`src/rtl/scr_pkg.sv`:
```
// What this block does
// base clock runs at 372x bit rate
// align bit timing to start-bit fall
// capture each bit on 186th base pulse
// frame is ten bit periods long
// parity mismatch sets parity error, error irq
// software clears parity error before next parity
// bad-parity frame leaves receive-full untouched
// good parity sets receive-full and its irq
// dma read of receive data clears receive-full
// good frame leaves line released in error slot
// returned error signal sets error-signal flag, irq
// software clears error-signal flag before next parity
// no transmit-end for an errored frame
// clean frame sets transmit-end and transmit irq
// dma write of transmit data clears empty
// error signal resends same character automatically
// transmit-empty set together with transmit-end
// receive parity error drives line low
// transmit samples error slot, low means error
package scrt_pkg;
  localparam int BASE_RATIO = 372;
  localparam int SAMPLE_PULSE = 186;
  localparam logic [8:0] ETU_END = 9'(BASE_RATIO - 1);
  localparam logic [8:0] SAMPLE_CNT = 9'(SAMPLE_PULSE - 1);
  localparam logic [3:0] FRAME_BITS = 4'hA;
  localparam logic [3:0] BIT_PARITY = 4'h9;
  localparam logic [3:0] BIT_ERRSIG = 4'hA;
  localparam logic [3:0] BIT_GUARD = 4'hB;
  localparam logic [12:0] PARITY_TICKS = 13'(9 * BASE_RATIO + SAMPLE_PULSE);
  localparam int ADR_W = 5;
  localparam logic [4:0] ADR_CTRL = 5'h00;
  localparam logic [4:0] ADR_STAT = 5'h04;
  localparam logic [4:0] ADR_MASK = 5'h08;
  localparam logic [4:0] ADR_TXD = 5'h0C;
  localparam logic [4:0] ADR_RXD = 5'h10;
  localparam int CTRL_TX_EN = 0;
  localparam int CTRL_RX_EN = 1;
  localparam int CTRL_TX_IRQ_EN = 2;
  localparam int CTRL_RX_IRQ_EN = 3;
  localparam logic [3:0] CTRL_RST = 4'h0;
  localparam int ST_RX_FULL = 0;
  localparam int ST_PAR_ERR = 1;
  localparam int ST_ERR_SIG = 2;
  localparam int ST_TX_END = 3;
  localparam int ST_TX_EMPTY = 4;
  localparam logic [4:0] STAT_RST = 5'h18;
  localparam logic [4:0] STAT_W1C = 5'h0F;
  localparam logic [4:0] MASK_RST = 5'h00;
  typedef enum logic [1:0] {SCRT_IDLE, SCRT_RX, SCRT_TX} scrt_state_t;
endpackage

```
`src/rtl/scr_core.sv`:
```
`timescale 1ns/1ps
module scrt_core
(
  input wire logic clk_sys,
  input wire logic resetn,
  input wire logic ce,
  input wire logic link_clk,
  input wire logic data_in,
  output logic data_out,
  output logic data_oe_n,
  input wire logic wb_cyc_i,
  input wire logic wb_stb_i,
  input wire logic wb_we_i,
  input wire logic [scrt_pkg::ADR_W-1:0] wb_adr_i,
  input wire logic [3:0] wb_sel_i,
  input wire logic [31:0] wb_dat_i,
  output logic [31:0] wb_dat_o,
  output logic wb_ack_o,
  input wire logic dma_rx_rd,
  input wire logic dma_tx_wr,
  input wire logic [7:0] dma_tx_data,
  output logic [7:0] rx_data_out,
  output logic rx_full_irq,
  output logic tx_empty_irq,
  output logic comm_error_irq,
  output logic irq
);
  import scrt_pkg::*;

  logic [1:0] sync_q;
  logic [1:0] rise;
  logic [1:0] fall;
  logic data_s;
  logic tick;
  logic data_fall;

  // link clock is just sampled; its rising edges are the base clock pulses
  scrt_sync #(.W(2)) u_sync
  (
    .clk_sys(clk_sys),
    .resetn(resetn),
    .ce(ce),
    .d({link_clk, data_in}),
    .q(sync_q)
  );
  scrt_edge #(.W(2)) u_edge
  (
    .clk_sys(clk_sys),
    .resetn(resetn),
    .ce(ce),
    .sig(sync_q),
    .rise(rise),
    .fall(fall)
  );
  assign data_s = sync_q[0];
  // one pulse per base clock
  assign tick = rise[1];
  assign data_fall = fall[0];

  scrt_state_t st_reg, st_next;
  logic [8:0] cnt_reg, cnt_next;
  logic [3:0] bit_reg, bit_next;
  logic [8:0] sh_reg, sh_next;
  logic [7:0] hold_reg, hold_next;
  logic oe_n_reg, oe_n_next;
  logic err_reg, err_next;
  logic [3:0] ctrl_reg, ctrl_next;
  logic [4:0] stat_reg, stat_next;
  logic [4:0] mask_reg, mask_next;
  logic [7:0] txd_reg, txd_next;
  logic [7:0] rxd_reg, rxd_next;
  logic ack_reg, ack_next;
  logic [31:0] rdat_reg, rdat_next;
  logic rfi_reg, rfi_next;
  logic tei_reg, tei_next;
  logic cei_reg, cei_next;
  logic irq_reg, irq_next;
  logic ev_rx_ok, ev_par_err, ev_err_sig, ev_tx_done;
  logic etu_end, mid;
  logic [8:0] frame;
  logic [9:0] tx_bits;

  always_comb
  begin
    st_next = st_reg;
    cnt_next = cnt_reg;
    bit_next = bit_reg;
    sh_next = sh_reg;
    hold_next = hold_reg;
    oe_n_next = oe_n_reg;
    err_next = err_reg;
    ev_rx_ok = 1'b0;
    ev_par_err = 1'b0;
    ev_err_sig = 1'b0;
    ev_tx_done = 1'b0;
    frame = {data_s, sh_reg[8:1]};
    tx_bits = {^hold_reg, hold_reg, 1'b0};
    etu_end = tick && (cnt_reg == ETU_END);
    // capture on the 186th pulse of each bit period
    mid = tick && (cnt_reg == SAMPLE_CNT);
    if (tick)
      cnt_next = etu_end ? 9'h000 : cnt_reg + 9'h001;
    if (etu_end)
      bit_next = bit_reg + 4'h1;
    unique case (st_reg)
      SCRT_IDLE:
      begin
        cnt_next = 9'h000;
        bit_next = 4'h0;
        err_next = 1'b0;
        oe_n_next = 1'b1;
        // transmit wins when both directions are enabled
        if (ctrl_reg[CTRL_TX_EN] && !stat_reg[ST_TX_EMPTY])
        begin
          st_next = SCRT_TX;
          hold_next = txd_reg;
          oe_n_next = 1'b0;
        end
        // start-bit fall aligns timing
        else if (ctrl_reg[CTRL_RX_EN] && data_fall)
          st_next = SCRT_RX;
      end
      SCRT_RX:
      begin
        if (mid && bit_reg == 4'h0 && data_s)
          st_next = SCRT_IDLE;
        else if (mid && bit_reg != 4'h0 && bit_reg <= BIT_PARITY)
        begin
          sh_next = frame;
          // even parity over data and parity bit
          if (bit_reg == BIT_PARITY && ^frame)
          begin
            ev_par_err = 1'b1;
            err_next = 1'b1;
          end
          // clean frame
          else if (bit_reg == BIT_PARITY)
            ev_rx_ok = 1'b1;
        end
        // pull low from mid error slot to mid guard bit
        if (mid && bit_reg == BIT_ERRSIG && err_reg)
          oe_n_next = 1'b0;
        // released mid guard bit on every frame; a clean frame never pulls low
        if (mid && bit_reg == BIT_GUARD)
          oe_n_next = 1'b1;
        // ten bits plus error slot and guard
        if (etu_end && bit_reg == BIT_GUARD)
          st_next = SCRT_IDLE;
      end
      SCRT_TX:
      begin
        if (etu_end)
          oe_n_next = (bit_next < FRAME_BITS) ? tx_bits[bit_next] : 1'b1;
        // low in the error slot is an error
        if (etu_end && bit_reg == BIT_ERRSIG && !data_s)
        begin
          // flag and error irq
          err_next = 1'b1;
          ev_err_sig = 1'b1;
        end
        if (etu_end && bit_reg == BIT_GUARD)
        begin
          // resend the held character
          // no end after error
          if (err_reg)
          begin
            bit_next = 4'h0;
            err_next = 1'b0;
            oe_n_next = 1'b0;
          end
          else
          begin
            ev_tx_done = 1'b1;
            st_next = SCRT_IDLE;
          end
        end
      end
    endcase
  end

  always_ff @(posedge clk_sys or negedge resetn)
  begin
    if (!resetn)
    begin
      st_reg <= SCRT_IDLE;
      cnt_reg <= 9'h000;
      bit_reg <= 4'h0;
      sh_reg <= 9'h000;
      hold_reg <= 8'h00;
      oe_n_reg <= 1'b1;
      err_reg <= 1'b0;
    end
    else if (ce)
    begin
      st_reg <= st_next;
      cnt_reg <= cnt_next;
      bit_reg <= bit_next;
      sh_reg <= sh_next;
      hold_reg <= hold_next;
      oe_n_reg <= oe_n_next;
      err_reg <= err_next;
    end
  end

  logic req, wr, txd_wr;
  logic [4:0] set_v, clr_v;

  always_comb
  begin
    req = wb_cyc_i && wb_stb_i;
    // write lands on the edge that the master sees ack
    wr = req && ack_reg && wb_we_i && wb_sel_i[0];
    txd_wr = dma_tx_wr || (wr && wb_adr_i == ADR_TXD);
    ack_next = req && !ack_reg;
    rdat_next = 32'h0000_0000;
    if (req && !ack_reg && !wb_we_i)
    begin
      unique case (wb_adr_i)
        ADR_CTRL: rdat_next = {28'h0000000, ctrl_reg};
        ADR_STAT: rdat_next = {27'h0000000, stat_reg};
        ADR_MASK: rdat_next = {27'h0000000, mask_reg};
        ADR_TXD: rdat_next = {24'h000000, txd_reg};
        ADR_RXD: rdat_next = {24'h000000, rxd_reg};
        default: rdat_next = 32'h0000_0000;
      endcase
    end
    ctrl_next = (wr && wb_adr_i == ADR_CTRL) ? wb_dat_i[3:0] : ctrl_reg;
    mask_next = (wr && wb_adr_i == ADR_MASK) ? wb_dat_i[4:0] : mask_reg;
    txd_next = dma_tx_wr ? dma_tx_data : (txd_wr ? wb_dat_i[7:0] : txd_reg);
    // erroneous byte still readable, full flag untouched
    rxd_next = (ev_rx_ok || ev_par_err) ? frame[7:0] : rxd_reg;
    // empty and end rise together
    set_v = {ev_tx_done, ev_tx_done, ev_err_sig, ev_par_err, ev_rx_ok};
    clr_v = (wr && wb_adr_i == ADR_STAT) ? (wb_dat_i[4:0] & STAT_W1C) : 5'h00;
    // dma read empties receive data
    if (dma_rx_rd)
      clr_v[ST_RX_FULL] = 1'b1;
    // new transmit data clears empty and end
    if (txd_wr)
      clr_v = clr_v | 5'h18;
    // set beats a clear in the same cycle
    stat_next = (stat_reg & ~clr_v) | set_v;
    rfi_next = stat_next[ST_RX_FULL] && ctrl_next[CTRL_RX_IRQ_EN];
    cei_next = (stat_next[ST_PAR_ERR] || stat_next[ST_ERR_SIG]) && ctrl_next[CTRL_RX_IRQ_EN];
    // transmit irq from transmit-end
    tei_next = stat_next[ST_TX_END] && ctrl_next[CTRL_TX_IRQ_EN];
    irq_next = |(stat_next & mask_next);
  end

  always_ff @(posedge clk_sys or negedge resetn)
  begin
    if (!resetn)
    begin
      ctrl_reg <= CTRL_RST;
      stat_reg <= STAT_RST;
      mask_reg <= MASK_RST;
      txd_reg <= 8'h00;
      rxd_reg <= 8'h00;
      ack_reg <= 1'b0;
      rdat_reg <= 32'h0000_0000;
      rfi_reg <= 1'b0;
      tei_reg <= 1'b0;
      cei_reg <= 1'b0;
      irq_reg <= 1'b0;
    end
    else if (ce)
    begin
      ctrl_reg <= ctrl_next;
      stat_reg <= stat_next;
      mask_reg <= mask_next;
      txd_reg <= txd_next;
      rxd_reg <= rxd_next;
      ack_reg <= ack_next;
      rdat_reg <= rdat_next;
      rfi_reg <= rfi_next;
      tei_reg <= tei_next;
      cei_reg <= cei_next;
      irq_reg <= irq_next;
    end
  end

  // open-drain: only ever drives low
  assign data_out = 1'b0;
  assign data_oe_n = oe_n_reg;
  assign wb_dat_o = rdat_reg;
  assign wb_ack_o = ack_reg;
  assign rx_data_out = rxd_reg;
  assign rx_full_irq = rfi_reg;
  assign tx_empty_irq = tei_reg;
  assign comm_error_irq = cei_reg;
  assign irq = irq_reg;

  // ticks since alignment, only watched by checks
  logic [12:0] since_reg;
  always_ff @(posedge clk_sys or negedge resetn)
  begin
    if (!resetn)
      since_reg <= 13'h0000;
    else if (ce && st_reg == SCRT_IDLE)
      since_reg <= 13'h0000;
    else if (ce && tick)
      since_reg <= since_reg + 13'h0001;
  end
endmodule

```
`src/rtl/scr_edge.sv`:
```
`timescale 1ns/1ps
module scrt_edge #(parameter int W = 1)
(
  input wire logic clk_sys,
  input wire logic resetn,
  input wire logic ce,
  input wire logic [W-1:0] sig,
  output logic [W-1:0] rise,
  output logic [W-1:0] fall
);
  logic [W-1:0] prev_reg;
  for (genvar i = 0; i < W; i++)
  begin : g_bit
    assign rise[i] = sig[i] & ~prev_reg[i];
    assign fall[i] = ~sig[i] & prev_reg[i];
    always_ff @(posedge clk_sys or negedge resetn)
    begin
      if (!resetn)
        prev_reg[i] <= 1'b0;
      else if (ce)
        prev_reg[i] <= sig[i];
    end
  end
endmodule

```
`src/rtl/scr_sync.sv`:
```
`timescale 1ns/1ps
module scrt_sync #(parameter int W = 1)
(
  input wire logic clk_sys,
  input wire logic resetn,
  input wire logic ce,
  input wire logic [W-1:0] d,
  output logic [W-1:0] q
);
  logic [W-1:0] meta_reg;
  logic [W-1:0] q_reg;
  assign q = q_reg;
  for (genvar i = 0; i < W; i++)
  begin : g_bit
    always_ff @(posedge clk_sys or negedge resetn)
    begin
      if (!resetn)
      begin
        meta_reg[i] <= 1'b0;
        q_reg[i] <= 1'b0;
      end
      else if (ce)
      begin
        meta_reg[i] <= d[i];
        q_reg[i] <= meta_reg[i];
      end
    end
  end
endmodule

```
`config.mk`:
```
export PLATFORM = sky130hd
export DESIGN_NAME = scrt_core
export DESIGN_NICKNAME = d
export VERILOG_FILES = /design/src/rtl/scr_pkg.sv /design/src/rtl/scr_core.sv /design/src/rtl/scr_edge.sv /design/src/rtl/scr_sync.sv
export SDC_FILE = /design/constraint.sdc
export NUM_CORES = 1
export LEC_CHECK = 0
export BUFFER_PORTS_ARGS = -buffer_cell sky130_fd_sc_hd__clkbuf_2
export CAP_MARGIN = 15
export CORE_UTILIZATION = 43
export CTS_CLUSTER_DIAMETER = 30
export DETAILED_ROUTE_END_ITERATION = 8
export GPL_ROUTABILITY_DRIVEN = 0
export PLACE_DENSITY_LB_ADDON = 0.12
export SLEW_MARGIN = 15
export SYNTH_ARGS = -nofsm -noshare
export SYNTH_HDL_FRONTEND = slang
export SYNTH_SLANG_ARGS = --single-unit
```
`constraint.sdc`:
```
create_clock -name clk_sys -period 5.27 [get_ports clk_sys]
set_input_delay 1.054 -clock clk_sys [delete_from_list [all_inputs] [get_ports clk_sys]]
set_output_delay 1.054 -clock clk_sys [all_outputs]
set_load 0.03 [all_outputs]
```
Yosys cells after proc, flatten, opt, wreduce, memory -nomap -nowiden
Index checks and enable logic that the tools add are counted.
{"block": "classes", "n_eq_ne": 19, "n_reduce_logical": 53, "muxes": 54, "add_sub_neg": 2, "bitwise_logic": 9, "n_lt_le_gt_ge": 3}
{"cell": "8-bit case mux with 5 select lines", "n": 1}
{"cell": "1-bit two-way mux", "n": 29}
{"cell": "1-bit logical AND", "n": 28}
{"cell": "9-bit two-way mux", "n": 3}
{"cell": "8-bit two-way mux", "n": 3}
{"cell": "4-bit two-way mux", "n": 5}
{"cell": "4-bit equality test, second input constant", "n": 3}
{"cell": "2-bit two-way mux", "n": 6}
{"cell": "5-bit bitwise AND", "n": 2}
{"cell": "5-bit by 4-bit equality test with 1-bit output, second input constant", "n": 2}
{"cell": "5-bit two-way mux", "n": 2}
{"cell": "2-bit != test, second input constant", "n": 5}
{"cell": "2-bit AND reduction", "n": 5}
{"cell": "9-bit by 1-bit adder with 9-bit output, second input constant", "n": 1}
{"cell": "9-bit by 8-bit equality test with 1-bit output, second input constant", "n": 1}
{"cell": "9-bit equality test, second input constant", "n": 1}
{"cell": "3-bit != test, second input constant", "n": 3}
{"cell": "9-bit parity", "n": 1}
{"cell": "4-bit case mux with 2 select lines", "n": 1}
{"cell": "4-bit AND reduction", "n": 2}
{"cell": "8-bit parity", "n": 1}
{"cell": "1-bit case mux with 3 select lines", "n": 2}
{"cell": "2-bit case mux with 3 select lines", "n": 1}
{"cell": "5-bit by 3-bit equality test with 1-bit output, second input constant", "n": 1}
{"cell": "22 further kinds", "n": 31}
{"block": "word_totals", "out_inout_bits": 47, "elab_cells": 165, "inputBits": 59, "register_bits": 107}

Depth between registers and ports, before layout
{"block": "logic_depth", "depth_word": 13, "depth_mapped": 8, "depth_no_buf": 8}

Cells and area by module
A second synthesis with hierarchy kept.
{"block": "unflattened", "cells_unflattened": 461, "hier_area_um2": 4759.6}
{"module": "scrt_core", "area_each_um2": 4509.3, "n_inst": 1, "cells_each": 445, "seq_area_each_um2": 1905.6}
{"module": "scrt_sync", "area_each_um2": 145.1, "n_inst": 1, "cells_each": 8, "seq_area_each_um2": 100.1}
{"module": "scrt_edge", "area_each_um2": 105.1, "n_inst": 1, "cells_each": 8, "seq_area_each_um2": 50.0}

Worst setup path after synthesis
No wires, ideal clock.
{"block": "synth_timing", "path_type": "input to register", "from": "input port wb_adr_i[4] in the netlist's numbering", "to": "register irq_reg (netlist: irq)", "stages": 7, "arrival_ns": 2.416, "slack_ns": 2.726, "setup_time_ns": 0.128, "path_buffers": 1, "path_cell_list": "nor4b_1 and4b_1 buf_2 mux2_2 nand3_1 a31oi_1 nand3b_1"}
{"block": "synth_between", "elab_chain_cells": 10, "elab_cells_between_ends": 16}
{"item": "from (decl)", "line_no": "scr_core.sv:14", "text": "input wire logic [scrt_pkg::ADR_W-1:0] wb_adr_i,"}
{"item": "5-bit by 3-bit equality test with 1-bit output", "line_no": "scr_core.sv:234", "text": "clr_v = (wr && wb_adr_i == ADR_STAT) ? (wb_dat_i[4:0] & STAT_W1C) : 5'h00;"}
{"item": "1-bit logical AND", "line_no": "scr_core.sv:234"}
{"item": "4-bit two-way mux", "line_no": "scr_core.sv:234"}
{"item": "1-bit two-way mux", "line_no": "scr_core.sv:236", "text": "if (dma_rx_rd)"}
{"item": "5-bit two-way mux", "line_no": "scr_core.sv:239", "text": "if (txd_wr)"}
{"item": "5-bit NOT", "line_no": "scr_core.sv:242", "text": "stat_next = (stat_reg & ~clr_v) | set_v;"}
{"item": "5-bit bitwise AND", "line_no": "scr_core.sv:242"}
{"item": "5-bit OR", "line_no": "scr_core.sv:242"}
{"item": "5-bit bitwise AND (*)", "line_no": "scr_core.sv:247", "text": "irq_next = |(stat_next & mask_next);"}
{"item": "5-bit OR reduction (*)", "line_no": "scr_core.sv:247"}
{"item": "to (signal assigned)", "line_no": "scr_core.sv:278", "text": "irq_reg <= irq_next;"}
{"item": "to (decl)", "line_no": "scr_core.sv:77", "text": "logic irq_reg, irq_next;"}
Mark *: on every way between the ends. The rest lies on a longest branch, timed or not.
A chain may end at the register's enable or synchronous reset.

Worst setup path after layout
{"block": "layout_timing", "from": "input port ce", "to": "register txd_reg[0]"}
{"block": "layout_between", "elab_chain_cells": 1}
{"item": "from (decl)", "line_no": "scr_core.sv:6", "text": "input wire logic ce,"}
{"item": "2-bit AND reduction (no source line)"}
{"item": "to (signal assigned)", "line_no": "scr_core.sv:271", "text": "txd_reg <= txd_next;"}
{"item": "to (decl)", "line_no": "scr_core.sv:70", "text": "logic [7:0] txd_reg, txd_next;"}
Every way passes these cells.

==> impl_metrics.tcl <==
set metrics [dict create \
    outcome "completed" \
    hold_path_end "wb_dat_o[0]$_DFFE_PN0P_" \
    leakage_nw 2.47 \
    antenna_found_initial 0 \
    sequential_cell_area_in_the_final_layout_mm2 0.00206 \
    tritoncts_num_sinks 82 \
    post-route-min-period_ns 2.88 \
    cts_buffer_depth 2 \
    worstMarginPinSlew_ns 0.865 \
    avg_vias_per_cell 5.43 \
    drive_above_1_share 0.256 \
    muxShareOfSynthArea 0.150 \
    wire_length_of_the_first_global_routing_pass_um 18500 \
    start_util 0.450 \
    grt_pass1_vias 3517 \
    final.setup_skew_ns 0.0143 \
    synth_xor_area_frac 0.0401 \
    area_delta_synth_final_pct 10.1 \
    worst_setup_path_start_kind "input pin" \
    critical_path_peak_fanout 32 \
    adder_cell_fraction_of_synth_area 0.0239 \
    drt_first_iter_violations 142 \
    reg2reg_depth 5 \
    synth-simple-area-share 0.158 \
    post-route-period-util 0.546 \
    design.core.area_mm2 0.0105 \
    vdd.ir_drop.worst_mv 0.136 \
    post_cts_hold_buffer_count 0 \
    totalWireLength_um 10900 \
    synth_async_sr_flop_share 1.00 \
    post_synth_inst_count 451 \
    dr.pass1.iters 4 \
    finalSetupViolCount 0 \
    ys.flop_type "dfrtp_1" \
    globalRouteTotalUtil 0.211 \
    dpl.hpwl_um 8200 \
    htree_levels 3 \
    grt_max_degree 51 \
    floorplan.die_area_mm2 0.0114 \
    num_rows 37 \
    ys_warn_count 0 \
    cts_made_buffers 9 \
    regToRegStartpoint "cnt_reg[0]$_DFFE_PN0P_" \
    layout.cells.most_common_list "dfrtp_1 (79), clkbuf_2 (52), mux2_2 (43), nor2_1 (37), nand2_1 (27)" \
    final_hold_viol_count 0 \
    antenna_violating_nets_remaining 0 \
    hold_ws_ns 0.497 \
    maxCapViolCount 0 \
    worst_hold_path_type "reg2reg" \
    setup_bufs_post_cts 0 \
    final_common_cell "dfrtp_1" \
    grt_overflow_total 0 \
    fmax_mhz 348 \
    crit_end_element "flip-flop" \
    synthesis.area_mm2 0.00471 \
    fp.dieW_um 107 \
    hold_start "wb_dat_o[0]$_DFFE_PN0P_" \
    post_cts.resized_instances 0 \
    largest_register_ff_count 9 \
    rsz_0062_raised_after_global_routing "false" \
    diodes 0 \
    count_of_flip_flops_with_a_built_in_enable_after_synthesis 0 \
    path_clk_slew_ns 0.08 \
    buffer_cell_driving_the_clock_tree_root "clkbuf_8" \
    yosys.cell_types.count 66 \
    post_drt_wl_per_cell_um 17.0 \
    port-buffer-count 53 \
    setup_total_negative_slack_ns 0 \
    timing.critical_path.required_ns 5.46 \
    worst-r2r-setup-slack_ns 2.87 \
    maxSlewHeadroom 0.421 \
    fp.dieH_um 107 \
    worstReg2RegEnd "rx_data_out[0]$_DFFE_PN0P_" \
    final_max_slew_viol_count 0 \
    nNetsFinal 568 \
    final.fill_count 1024 \
    synthesis.area_per_instance_um2 10.4 \
    combinational_family_with_the_most_area_after_synthesis "simple AND/OR/NAND/NOR gates" \
    io-pin-count 106 \
    power.density_mw_per_mm2 278 \
    timing_worst_setup_path_type "in2reg" \
    drc_errors 0 \
    proportion_of_synthesized_chip_area_in_sequential_cells 0.436 \
    cp_data_arrival_time_ns 3.07 \
    tritoncts "built" \
    multiInputGateArea_mm2 0.00244 \
    clock_latency_ns 0.36 \
    vias 3477 \
    whs_path_depth 1 \
    synthesized_area_fraction_occupied_by_ao_oa_aoi_and_oai_cells 0.125 \
    synth_seq_cells 82 \
]
## layout make-up
cell class / count / area share
Timing Repair Buffer: 55 / 0.0545
Tap cell: 136 / 0.0328
Clock buffer: 10 / 0.0265
Multi-Input combinational cell: 338 / 0.469
Inverter: 14 / 0.0101
Sequential cell: 82 / 0.396
Clock inverter: 5 / 0.0106
## stage by stage
stage / worst slack [ns] / utilization / total power, mW / cell area [µm²] / instances
CTS: 2.38 / 0.496 / 1.46 / 5190 / 640
detailed placement: 1.97 / 0.478 / 1.00 / 5000 / 625
global placement: 2.01 / 0.478 / 0.995 / 5000 / 625
finish: 2.39 / 0.496 / 1.44 / 5190 / 640
floorplan: 2.73 / - / 0.926 / 4800 / 475
global route: 2.09 / 0.496 / 1.53 / 5190 / 640
## power breakdown
part	total, mW	leakage, nW	internal (mW)	switching (mW)
logic	0.274	1.29	0.0989	0.175
registers	0.715	1.08	0.672	0.0430
clock network	0.456	0.0941	0.228	0.228
total	1.44	2.47	0.999	0.446
## metal layers
layer / track usage / share of wire / up-vias
li1: - / - / 1684
met3: 0.0353 / 0.039 / 14
met1: 0.284 / 0.46 / 1682
met4: 0.0773 / 0.017 / 0
met2: 0.342 / 0.48 / 97
met5: 0 / 0 / -
## worst max path at each step
| stage | end | from | cells past startpoint |
|---|---|---|---|
| after detailed placement | cnt_reg[5]$_DFFE_PN0P_ | ce | 5 |
| final | txd_reg[0]$_DFFE_PN0P_ | ce | 5 |
| after global routing | txd_reg[0]$_DFFE_PN0P_ | wb_adr_i[3] | 7 |
| after floorplan | irq$_DFFE_PN0P_ | wb_adr_i[4] | 7 |
| after CTS | cnt_reg[5]$_DFFE_PN0P_ | ce | 5 |
| after global placement | cnt_reg[5]$_DFFE_PN0P_ | ce | 5 |
## kinds of logic (layout without fill, tap and decap cells)
| logic type | count (synthesis) | count (layout) |
|---|---|---|
| other | 1 | 25 |
| XOR/XNOR | 20 | 20 |
| AO/OA/AOI/OAI | 89 | 89 |
| AND/OR/NAND/NOR | 131 | 131 |
| buffers and inverters | 55 | 84 |
| adder cells (fa/ha/maj) | 9 | 9 |
| multiplexers | 64 | 64 |
| flip-flops | 82 | 82 |
## worst max-delay path, stage by stage
cell	delay (ns)
clkbuf_2	0.53
inv_1	0.34
buf_4	0.29
nor2_1	0.69
a21oi_1	0.14
## cell usage after synthesis, types with 4 or more instances
cell type,number,share of area
inv_1,14,0.011
and3_1,4,0.0053
mux2i_1,20,0.042
nand4_1,6,0.0080
xnor2_1,12,0.022
nor2b_1,6,0.0080
nand2_1,27,0.022
ha_1,9,0.024
nand3_1,10,0.011
nand4b_1,4,0.0074
nor2_1,37,0.029
o2bb2ai_1,10,0.019
a21oi_1,24,0.025
clkbuf_1,10,0.0080
dfrtp_1,79,0.42
buf_4,25,0.040
xor2_1,7,0.013
mux2_2,43,0.10
nor3_1,4,0.0042
o21ai_0,22,0.023
a22oi_1,4,0.0064
Power figures use the tool's default switching activity.
